[src/hw/mfb_pkg.sv]
/*
 * Shared constants and types for the motion function block and walking test logic.
 * Assumes a 20 MHz system clock and a 32-bit classic Wishbone register port.
 */
package mfb_pkg;
	// ----------------------------------------
	// sizes and timing
	// ----------------------------------------
	localparam int NB = 5;
	localparam int NS = 3;
	localparam int CLK_HZ = 20_000_000;
	localparam int TIME_BASE_MS = 1000;
	localparam int TICK_CYC = CLK_HZ / 1000 * TIME_BASE_MS;
	localparam logic [8:0] BASE_DELAY_S = 9'h00a;
	// ----------------------------------------
	// register map (byte addresses)
	// ----------------------------------------
	localparam logic [7:0] CTRL_OFS = 8'h00;
	localparam logic [7:0] STAT_OFS = 8'h04;
	localparam logic [7:0] BLK_BASE = 8'h10;
	localparam logic [7:0] BLK_STRIDE = 8'h10;
	localparam logic [7:0] CFG_OFS = 8'h00;
	localparam logic [7:0] LVL_OFS = 8'h04;
	localparam logic [7:0] VAL_OFS = 8'h08;
	localparam logic [7:0] TEACH_OFS = 8'h0c;
	// ----------------------------------------
	// field positions
	// ----------------------------------------
	localparam int IR_EN_BIT = 0;
	localparam int TBTN_BIT = 1;
	localparam int DISP_BIT = 2;
	localparam int AUTO_BIT = 3;
	localparam int EN_BIT = 0;
	localparam int MODE_LSB = 1;
	localparam int INDEP_BIT = 3;
	localparam int LC_BIT = 4;
	localparam int SECT_LSB = 5;
	localparam int EVAL_LSB = 8;
	localparam int ADD_LSB = 16;
	localparam int OFFD_LSB = 24;
	localparam logic [1:0] MODE_CEIL = 2'h0;
	localparam logic [1:0] MODE_PRES = 2'h1;
	localparam logic [1:0] MODE_DET = 2'h2;
	// ----------------------------------------
	// reset values
	// ----------------------------------------
	localparam logic [31:0] CTRL_RST = 32'h0000_0000;
	localparam logic [31:0] CFG_RST = 32'h0000_00e1;
	localparam logic [31:0] LVL_RST = 32'h0400_0100;
	localparam logic [31:0] VAL_RST = 32'h0000_0001;
	// ----------------------------------------
	// types
	// ----------------------------------------
	typedef enum logic [2:0] {ST_IDLE, ST_EVAL, ST_ON, ST_HOLD, ST_SHUT} mfb_st_t;
	typedef struct packed {
		logic cyc;
		logic stb;
		logic we;
		logic [3:0] sel;
		logic [7:0] adr;
		logic [31:0] dat;
	} mfb_wb_req_t;
	typedef struct packed {
		logic [NB-1:0] begin_p;
		logic [NB-1:0] end_p;
	} mfb_tg_t;
endpackage

[src/hw/mfb_motion.sv]
/*
 * Walking test control, status LED and five motion function blocks with telegram outputs.
 * Assumes synchronous inputs, Wishbone master on clk_sys, and arst_n driven on bus supply loss.
 */
// Implementation choices: the register offsets and register access over Wishbone.
// What this block does
// - remote test button toggles walk test if remote and button option enabled
// - remote test button also ends a walk test started after programming
// - remote walk test end returns active blocks to idle, sending end telegrams except from a coupled block
// - bus supply loss resets the device and ends the walk test
// - led shows motion in walk test, and in normal operation if chosen
// - led motion combines all sectors, ignoring brightness and block assignment
// - five independent blocks, each ceiling, presence or detector
// - only the first block may couple to internal light control
// - each block drives two output objects of configured format
// - block works only when enabled; first block always enabled
// - ceiling mode sends begin telegram only below twilight level
// - begin telegram optionally waits a configured evaluation delay
// - ceiling mode ignores brightness after begin telegram for that detection
// - end telegram after motion stops and base 10 s plus added delay
// - output switchable manually regardless of motion, enable or bus return
// - brightness independent twilight level triggers on every motion
// - twilight level configurable, teachable or preset over the bus
// - presence mode keeps comparing brightness while lighting is on
// - presence above switch-off level: stop motion, end after delay
// - between twilight and switch-off levels new motion sends no switch-on
// - during walk test blocks are not processed and send nothing
// - during walk test led follows combined sector motion exactly
`timescale 1ns/100ps
module mfb_motion
	import mfb_pkg::*;
#(
	parameter int TICK_CYC_P = TICK_CYC
) (
	input wire logic clk_sys,
	input wire logic arst_n,
	input wire mfb_wb_req_t wb,
	output logic wb_ack,
	output logic [31:0] wb_dat_r,
	input wire logic [NS-1:0] sector,
	input wire logic [15:0] bright,
	input wire logic ir_test,
	input wire logic prog_done,
	input wire logic [NB-1:0] man_on,
	input wire logic [NB-1:0] man_off,
	output logic led_status,
	output mfb_tg_t tg,
	output logic [NB-1:0] obj1_sw,
	output logic [NB*8-1:0] obj2_val,
	output logic lc_presence
);
	// ----------------------------------------
	// helpers
	// ----------------------------------------
	function automatic logic hit(input logic [7:0] a, input int b, input logic [7:0] o);
		return a == 8'(int'(BLK_BASE) + b * int'(BLK_STRIDE) + int'(o));
	endfunction

	function automatic logic [31:0] wmask(input logic [31:0] q, input logic [31:0] d,
		input logic [3:0] s);
		logic [31:0] r;
		r = q;
		for (int k = 0; k < 4; k++) begin
			if (s[k]) begin
				r[k*8 +: 8] = d[k*8 +: 8];
			end
		end
		return r;
	endfunction

	// ----------------------------------------
	// register bus
	// ----------------------------------------
	logic ack_reg;
	logic [31:0] rdat_reg;
	logic [31:0] ctrl_reg;
	logic [31:0] cfg_reg [NB];
	logic [31:0] lvl_reg [NB];
	logic [31:0] val_reg [NB];
	logic [31:0] rd_mux;
	logic [31:0] stat_w;
	logic walk_reg;
	logic led_reg;
	logic [NB-1:0] sw_v;
	logic [NB-1:0] beg_v;
	logic [NB-1:0] end_v;

	wire wb_go = wb.cyc & wb.stb & ~ack_reg;
	wire wb_wr = wb_go & wb.we;
	wire ctrl_hit = wb.adr == CTRL_OFS;
	wire stat_hit = wb.adr == STAT_OFS;

	assign stat_w = {25'h0, led_reg, sw_v, walk_reg};
	assign wb_ack = ack_reg;
	assign wb_dat_r = rdat_reg;

	// unmapped addresses answer with zero and ignore writes
	always_comb begin
		rd_mux = 32'h0000_0000;
		if (ctrl_hit) begin
			rd_mux = ctrl_reg;
		end
		if (stat_hit) begin
			rd_mux = stat_w;
		end
		for (int i = 0; i < NB; i++) begin
			if (hit(wb.adr, i, CFG_OFS)) begin
				rd_mux = cfg_reg[i];
			end
			if (hit(wb.adr, i, LVL_OFS)) begin
				rd_mux = lvl_reg[i];
			end
			if (hit(wb.adr, i, VAL_OFS)) begin
				rd_mux = val_reg[i];
			end
		end
	end

	always_ff @(posedge clk_sys or negedge arst_n) begin
		if (!arst_n) begin
			ack_reg <= 1'b0;
			rdat_reg <= 32'h0000_0000;
			ctrl_reg <= CTRL_RST;
		end else begin
			ack_reg <= wb_go;
			if (wb_go) begin
				rdat_reg <= rd_mux;
			end
			if (wb_wr && ctrl_hit) begin
				ctrl_reg <= wmask(ctrl_reg, wb.dat, wb.sel);
			end
		end
	end

	always_ff @(posedge clk_sys or negedge arst_n) begin
		if (!arst_n) begin
			for (int i = 0; i < NB; i++) begin
				cfg_reg[i] <= CFG_RST;
				lvl_reg[i] <= LVL_RST;
				val_reg[i] <= VAL_RST;
			end
		end else begin
			for (int i = 0; i < NB; i++) begin
				if (wb_wr && hit(wb.adr, i, CFG_OFS)) begin
					cfg_reg[i] <= wmask(cfg_reg[i], wb.dat, wb.sel);
				end
				if (wb_wr && hit(wb.adr, i, TEACH_OFS)) begin
					lvl_reg[i] <= {lvl_reg[i][31:16], bright};
				end else if (wb_wr && hit(wb.adr, i, LVL_OFS)) begin
					lvl_reg[i] <= wmask(lvl_reg[i], wb.dat, wb.sel);
				end
				if (wb_wr && hit(wb.adr, i, VAL_OFS)) begin
					val_reg[i] <= wmask(val_reg[i], wb.dat, wb.sel);
				end
			end
		end
	end

	// ----------------------------------------
	// time base and walking test
	// ----------------------------------------
	logic [24:0] tick_cnt_reg;
	wire tick = tick_cnt_reg == 25'(TICK_CYC_P - 1);
	wire ir_ok = ir_test & ctrl_reg[IR_EN_BIT] & ctrl_reg[TBTN_BIT];
	// remote press ends any walk test
	wire walk_end = walk_reg & ir_ok;
	wire any_mot = |sector;

	always_ff @(posedge clk_sys or negedge arst_n) begin
		if (!arst_n) begin
			tick_cnt_reg <= 25'h0000000;
		end else begin
			tick_cnt_reg <= tick ? 25'h0000000 : tick_cnt_reg + 25'h0000001;
		end
	end

	always_ff @(posedge clk_sys or negedge arst_n) begin
		if (!arst_n) begin
			walk_reg <= 1'b0;
		end else if (ir_ok) begin
			walk_reg <= ~walk_reg;
		end else if (prog_done && ctrl_reg[AUTO_BIT]) begin
			walk_reg <= 1'b1;
		end
	end

	// led in walk test or chosen normal display
	always_ff @(posedge clk_sys or negedge arst_n) begin
		if (!arst_n) begin
			led_reg <= 1'b0;
		end else begin
			led_reg <= (walk_reg | ctrl_reg[DISP_BIT]) & any_mot;
		end
	end
	assign led_status = led_reg;

	// ----------------------------------------
	// function blocks
	// ----------------------------------------
	// independent block instances
	for (genvar b = 0; b < NB; b++) begin : g_blk
		mfb_st_t st_reg;
		mfb_st_t st_next;
		logic [8:0] cnt_reg;
		logic [8:0] cnt_next;
		logic on_p;
		logic off_p;
		logic beg_reg;
		logic end_reg;
		logic sw_reg;
		logic [7:0] o2_reg;
		wire [31:0] cfg = cfg_reg[b];
		wire [1:0] mode = cfg[MODE_LSB +: 2];
		wire en = (b == 0) | cfg[EN_BIT];
		// coupling only on the first block
		wire lc = (b == 0) & cfg[LC_BIT];
		wire mot = |(sector & cfg[SECT_LSB +: NS]);
		wire indep = cfg[INDEP_BIT] | (mode == MODE_DET);
		wire below = indep | (bright < lvl_reg[b][15:0]);
		wire over = ~indep & (mode == MODE_PRES) & (bright > lvl_reg[b][31:16]);
		wire [7:0] eval = cfg[EVAL_LSB +: 8];
		wire [7:0] offd = cfg[OFFD_LSB +: 8];
		wire [8:0] total = BASE_DELAY_S + {1'b0, cfg[ADD_LSB +: 8]};
		wire [8:0] off_load = (offd != 8'h00) ? {1'b0, offd} : total;
		// delays count whole time-base ticks, so up to one tick of early expiry
		wire expire = tick & (cnt_reg <= 9'h001);
		wire [8:0] cnt_dec = tick ? cnt_reg - 9'h001 : cnt_reg;

		always_comb begin
			st_next = st_reg;
			cnt_next = cnt_reg;
			on_p = 1'b0;
			off_p = 1'b0;
			if (walk_end) begin
				st_next = ST_IDLE;
				cnt_next = 9'h000;
				off_p = st_reg != ST_IDLE;
			end else if (!walk_reg) begin
				if (man_on[b]) begin
					on_p = 1'b1;
				end else if (man_off[b]) begin
					off_p = 1'b1;
				end else if (!en) begin
					st_next = ST_IDLE;
					cnt_next = 9'h000;
				end else begin
					unique case (st_reg)
						ST_IDLE: begin
							if (mot && below) begin
								if (eval == 8'h00) begin
									on_p = 1'b1;
									st_next = ST_ON;
								end else begin
									st_next = ST_EVAL;
									cnt_next = {1'b0, eval};
								end
							end
						end
						ST_EVAL: begin
							if (!mot) begin
								st_next = ST_IDLE;
							end else if (expire) begin
								on_p = 1'b1;
								st_next = ST_ON;
							end else begin
								cnt_next = cnt_dec;
							end
						end
						ST_ON: begin
							if (over) begin
								st_next = ST_SHUT;
								cnt_next = off_load;
							end else if (!mot) begin
								st_next = ST_HOLD;
								cnt_next = total;
							end
						end
						ST_HOLD: begin
							if (over) begin
								st_next = ST_SHUT;
								cnt_next = off_load;
							end else if (mot) begin
								st_next = ST_ON;
							end else if (expire) begin
								off_p = 1'b1;
								st_next = ST_IDLE;
							end else begin
								cnt_next = cnt_dec;
							end
						end
						ST_SHUT: begin
							if (expire) begin
								off_p = 1'b1;
								st_next = ST_IDLE;
							end else begin
								cnt_next = cnt_dec;
							end
						end
					endcase
				end
			end
		end

		always_ff @(posedge clk_sys or negedge arst_n) begin
			if (!arst_n) begin
				st_reg <= ST_IDLE;
				cnt_reg <= 9'h000;
				beg_reg <= 1'b0;
				end_reg <= 1'b0;
				sw_reg <= 1'b0;
				o2_reg <= 8'h00;
			end else begin
				st_reg <= st_next;
				cnt_reg <= cnt_next;
				// coupled block talks to light control, not to the bus
				beg_reg <= on_p & ~lc;
				end_reg <= off_p & ~lc;
				if (on_p) begin
					sw_reg <= 1'b1;
					o2_reg <= val_reg[b][7:0];
				end else if (off_p) begin
					sw_reg <= 1'b0;
					o2_reg <= val_reg[b][15:8];
				end
			end
		end

		assign sw_v[b] = sw_reg;
		assign beg_v[b] = beg_reg;
		assign end_v[b] = end_reg;
		assign obj2_val[b*8 +: 8] = o2_reg;

		walk_exit_a: assert property (@(posedge clk_sys) disable iff (!arst_n)
			walk_end && st_reg != ST_IDLE && !lc |=> end_reg && st_reg == ST_IDLE)
			else $error("active block not reset at walk test end");
		walk_quiet_a: assert property (@(posedge clk_sys) disable iff (!arst_n)
			walk_reg && !walk_end |=> !beg_reg && !end_reg && $stable(st_reg))
			else $error("block active during walk test");
		dark_only_a: assert property (@(posedge clk_sys) disable iff (!arst_n)
			st_reg == ST_IDLE && !walk_reg && !man_on[b] && en && !below |=> !beg_reg)
			else $error("begin telegram sent while bright");
		hold_retrig_a: assert property (@(posedge clk_sys) disable iff (!arst_n)
			st_reg == ST_HOLD && mot && !over && en && !walk_reg && !man_on[b]
			&& !man_off[b] |=> st_reg == ST_ON)
			else $error("motion did not restart delay");
		disabled_a: assert property (@(posedge clk_sys) disable iff (!arst_n)
			!en && !man_on[b] |=> !beg_reg)
			else $error("disabled block sent begin");
		manual_a: assert property (@(posedge clk_sys) disable iff (!arst_n)
			man_on[b] && !walk_reg |=> sw_reg ##0 (beg_reg == !lc))
			else $error("manual switch-on not applied");
		shut_a: assert property (@(posedge clk_sys) disable iff (!arst_n)
			st_reg == ST_ON && over && en && !walk_reg && !man_on[b] && !man_off[b]
			|=> st_reg == ST_SHUT && cnt_reg == $past(off_load))
			else $error("switch-off level not honoured");
		c_begin: cover property (@(posedge clk_sys) disable iff (!arst_n) beg_reg);
		c_end: cover property (@(posedge clk_sys) disable iff (!arst_n) end_reg);
	end

	assign tg.begin_p = beg_v;
	assign tg.end_p = end_v;
	assign obj1_sw = sw_v;
	assign lc_presence = cfg_reg[0][LC_BIT] & sw_v[0];

	// ----------------------------------------
	// checks
	// ----------------------------------------
	walk_toggle_a: assert property (@(posedge clk_sys) disable iff (!arst_n)
		ir_ok |=> walk_reg != $past(walk_reg))
		else $error("walk test not toggled by remote");
	walk_gate_a: assert property (@(posedge clk_sys) disable iff (!arst_n)
		!ir_ok && !prog_done |=> walk_reg == $past(walk_reg))
		else $error("walk test changed without cause");
	led_walk_a: assert property (@(posedge clk_sys) disable iff (!arst_n)
		walk_reg |=> led_status == $past(any_mot))
		else $error("led does not follow motion in walk test");
	led_off_a: assert property (@(posedge clk_sys) disable iff (!arst_n)
		!walk_reg && !ctrl_reg[DISP_BIT] |=> !led_status)
		else $error("led lit in normal operation without option");
	wb_ack_a: assert property (@(posedge clk_sys) disable iff (!arst_n)
		wb.cyc && wb.stb && !wb_ack |=> wb_ack ##1 !wb_ack)
		else $error("bus answer not one cycle");
	c_walk_on: cover property (@(posedge clk_sys) disable iff (!arst_n) $rose(walk_reg));
	c_walk_off: cover property (@(posedge clk_sys) disable iff (!arst_n) walk_end);
	c_led: cover property (@(posedge clk_sys) disable iff (!arst_n) led_status && !walk_reg);
endmodule

[config.mk]
export PLATFORM = sky130hd
export DESIGN_NAME = mfb_motion
export DESIGN_NICKNAME = d
export VERILOG_FILES = /design/src/hw/mfb_pkg.sv /design/src/hw/mfb_motion.sv
export SDC_FILE = /design/constraint.sdc
export NUM_CORES = 2
export LEC_CHECK = 0
export BUFFER_PORTS_ARGS = -buffer_cell sky130_fd_sc_hd__buf_2
export CAP_MARGIN = 10
export CORE_MARGIN = 2
export CORE_UTILIZATION = 35
export DETAILED_ROUTE_END_ITERATION = 6
export PLACE_DENSITY_LB_ADDON = 0.2
export SYNTH_ARGS = -nofsm -noshare
export SYNTH_HDL_FRONTEND = slang
export SYNTH_SLANG_ARGS = --single-unit
[constraint.sdc]
create_clock -name clk_sys -period 3.2 [get_ports clk_sys]
set_clock_uncertainty 0.2 [all_clocks]
set_input_delay 0.8 -clock clk_sys [delete_from_list [all_inputs] [get_ports clk_sys]]
set_output_delay 0.8 -clock clk_sys [all_outputs]
set_load 0.02 [all_outputs]
==> flow_summary.json <==
{
  "cts_root_buf": "clkbuf_16",
  "switching_share_pct": 26.4,
  "worstPathArrival_ps": 3790,
  "post-route-period-util_pct": 107,
  "synthDistinctLibCells": 102,
  "die_h_microns": 340,
  "tightest_slew_ps": 971,
  "fin_crit_ps": 3430,
  "synth_commonest_cells": "dfrtp_1 (652), mux2_2 (481), nand2_1 (380), o21ai_0 (260), inv_1 (199)",
  "hold_viol": 0,
  "vias_per_cell": 5.81,
  "rrSetupSlack_ps": -230,
  "cpMaxStageDelayCell": "or4_4",
  "synth_top_area_cell": "dfrtp_1",
  "status": "finished, violations left",
  "ir_drop_v": 0.000416,
  "critPathCaptureType": "flip-flop",
  "cp_cell_sequence": "inv_2 > ha_4 > nand4_1 > or4_4 > o211a_4 > o31ai_4 > a41oi_2 > o21a_4 > buf_12 > mux2_4 > mux2_4",
  "cp_common_cell": "mux2_4",
  "nets": 4839,
  "ys_ff_latch": 687,
  "placementRows": 123,
  "stdcell_count": 6160,
  "ios": 170,
  "synth_edf_count": 0,
  "required_ps": 3560,
  "grt_pass1_vias": 34500,
  "synth_flop_cell": "dfrtp_1",
  "die_w_microns": 340,
  "drt_pass1_iterations": 6,
  "critPathKind": "flip-flop to flip-flop",
  "drtIter0Drc": 3590,
  "grt_pass1_wl_microns": 249000,
  "synth_cells": 3860,
  "p_int_mw": 16.0,
  "power.density_nw_per_um2": 421,
  "combinationalPowerShare_pct": 10.7,
  "seqPwrFrac_pct": 41.8,
  "grt_usage_pct": 29.5,
  "syn_nets": 4111,
  "area_growth_pct": 30.5,
  "avgRoutedWirePerCell_microns": 28.3,
  "synthArstFlopShare_pct": 100,
  "drive_gt1_share_pct": 36.8,
  "path_max_fanout": 5,
  "clock_sinks": 687,
  "dp_hpwl_microns": 134000,
  "rsz0062_at_grt": "yes",
  "synth_warnings": 0,
  "synth.most_common_cell": "dfrtp_1",
  "start_kind": "flip-flop",
  "setup_viol": 29,
  "place_inst": 5945,
  "cap_violations": 0,
  "max_freq_ghz": 0.291,
  "drt-total-wl_microns": 174000,
  "antenna_found_initial": 15,
  "violations": "negative setup slack",
  "slew_headroom_pct": 34.7,
  "layout_setup_ws_ps": -232,
  "synth_area_sq_um": 39500,
  "die_area_sq_um": 115000,
  "drc_errors": 0,
  "p_sw_mw": 5.73,
  "via_count": 35800,
  "max_stage_delay_ps": 620,
  "clkPwrFrac_pct": 47.5,
  "insertion_delay_ps": 700,
  "core_area_sq_um": 112000,
  "initial_core_util_pct": 35.2,
  "grt_max_degree": 83,
  "whs_ps": 298,
  "clockBufferDepth": 3,
  "worstHoldPathType": "input pin to flip-flop",
  "htree_levels": 3,
  "gr-total-overflow": 0,
  "cts_tree": "built",
  "clkTransAtPathRegs_ps": 60,
  "final_util_pct": 45.9,
  "synth_top_area_share_pct": 41.4,
  "cts_buffers": 84,
  "synthTopCellsByArea": "dfrtp_1 (41%), mux2_2 (14%), ha_1 (5.4%)",
  "avgSynthCellArea_sq_um": 10.2,
  "maxSlewViolCount": 0,
  "leakage_nw": 24.0,
  "io_buffers": 169,
  "place_congestion": 0.974,
  "ys_seq_area_share_pct": 43.7,
  "ant_nets": 0
}
[path summary, 6_finish.rpt]
kind	cells past startpoint	from	endpoint
max	11	lvl_reg[58]	g_blk[3].o2_reg[0]
max reg2reg	11	lvl_reg[58]	g_blk[3].o2_reg[0]
min reg2reg	1	val_reg[26]	val_reg[26]
min	3	ir_test	walk_reg
min in group asynchronous	2	arst_n	lvl_reg[59]
max in group asynchronous	3	arst_n	lvl_reg[90]
[per-layer routing]
| layer | GRT usage, % | vias to the layer above | routed length [microns] |
|---|---|---|---|
| li1 | - | 15800 | - |
| met3 | 5.22 | 357 | 12700 |
| met2 | 45.7 | 1499 | 78200 |
| met5 | 0 | - | 61 |
| met4 | 12.0 | 10 | 7760 |
| met1 | 40.8 | 18100 | 75700 |
[critical path: cells and delay by family (launching register included)]
family | cells | cell delay [ps]
compound gates | 4 | 790
fa+ha+maj | 1 | 260
buf+inv | 2 | 200
flops | 1 | 530
mux | 2 | 560
simple gates | 2 | 750
[final cells by class]
class	count	area [sq um]
multi-input cells	2776	21900
clock buffers	119	2410
fillers	10600	60700
inverters	201	762
diodes	3	7.51
flip-flops and latches	687	17200
clock inverters	36	524
repair buffers	838	6800
well taps	1500	1880
[power by group through the flow]
stage | clock (mW) | sequential, mW | combinational (mW)
final | 10.3 | 9.08 | 2.31
after global routing | 10.8 | 9.10 | 2.48
after CTS | 10.5 | 9.08 | 2.23
after detailed placement | 0 | 9.23 | 2.15
after global placement | 0 | 9.23 | 2.14
after floorplan | 0 | 9.25 | 0.882
[layout by cell type (no fill, tap or decap), drive strengths merged, types with 102 or more instances in the layout]
cell and instances:
nor2 201, buf 833, nand2 381, mux2i 102, o21ai 263, dfrtp 652, clkbuf 123, a21oi 134
mux2 490, inv 204, ha 171
[kinds of logic (layout without fill, tap and decap cells)]
group,Yosys count,after routing,share of synthesized area [%]
flip-flops,687,687,43.7
AO/OA/AOI/OAI,912,913,15.7
AND/OR/NAND/NOR,1022,1022,12.8
other,0,3,0
adder cells (fa/ha/maj),171,171,5.42
XOR/XNOR,78,78,1.73
buffers and inverters,398,1194,4.06
multiplexers,592,592,16.6
[through the flow]
stage	power [mW]	cell area [sq um]	setup TNS [ps]	setup slack, ps
after floorplan	10.1	39900	-1660	-113
after global placement	11.4	47100	-114270	-993
after detailed placement	11.4	47100	-116880	-1060
after CTS	21.8	50700	-1820	-205
after global routing	22.4	51500	-6640	-285
final	21.7	51500	-3330	-232
[repair_timing]
item                                    in CTS  in global routing
buffers inserted                            25                 31
gates resized for setup                     64                161
hold endpoints to repair                    28                  0
hold buffers                                 1                  0
pin swaps                                   18                 79
endpoints found under the setup margin      86                101
cloned                                       3                  2
Note: power is estimated with default switching activity, not from simulation.
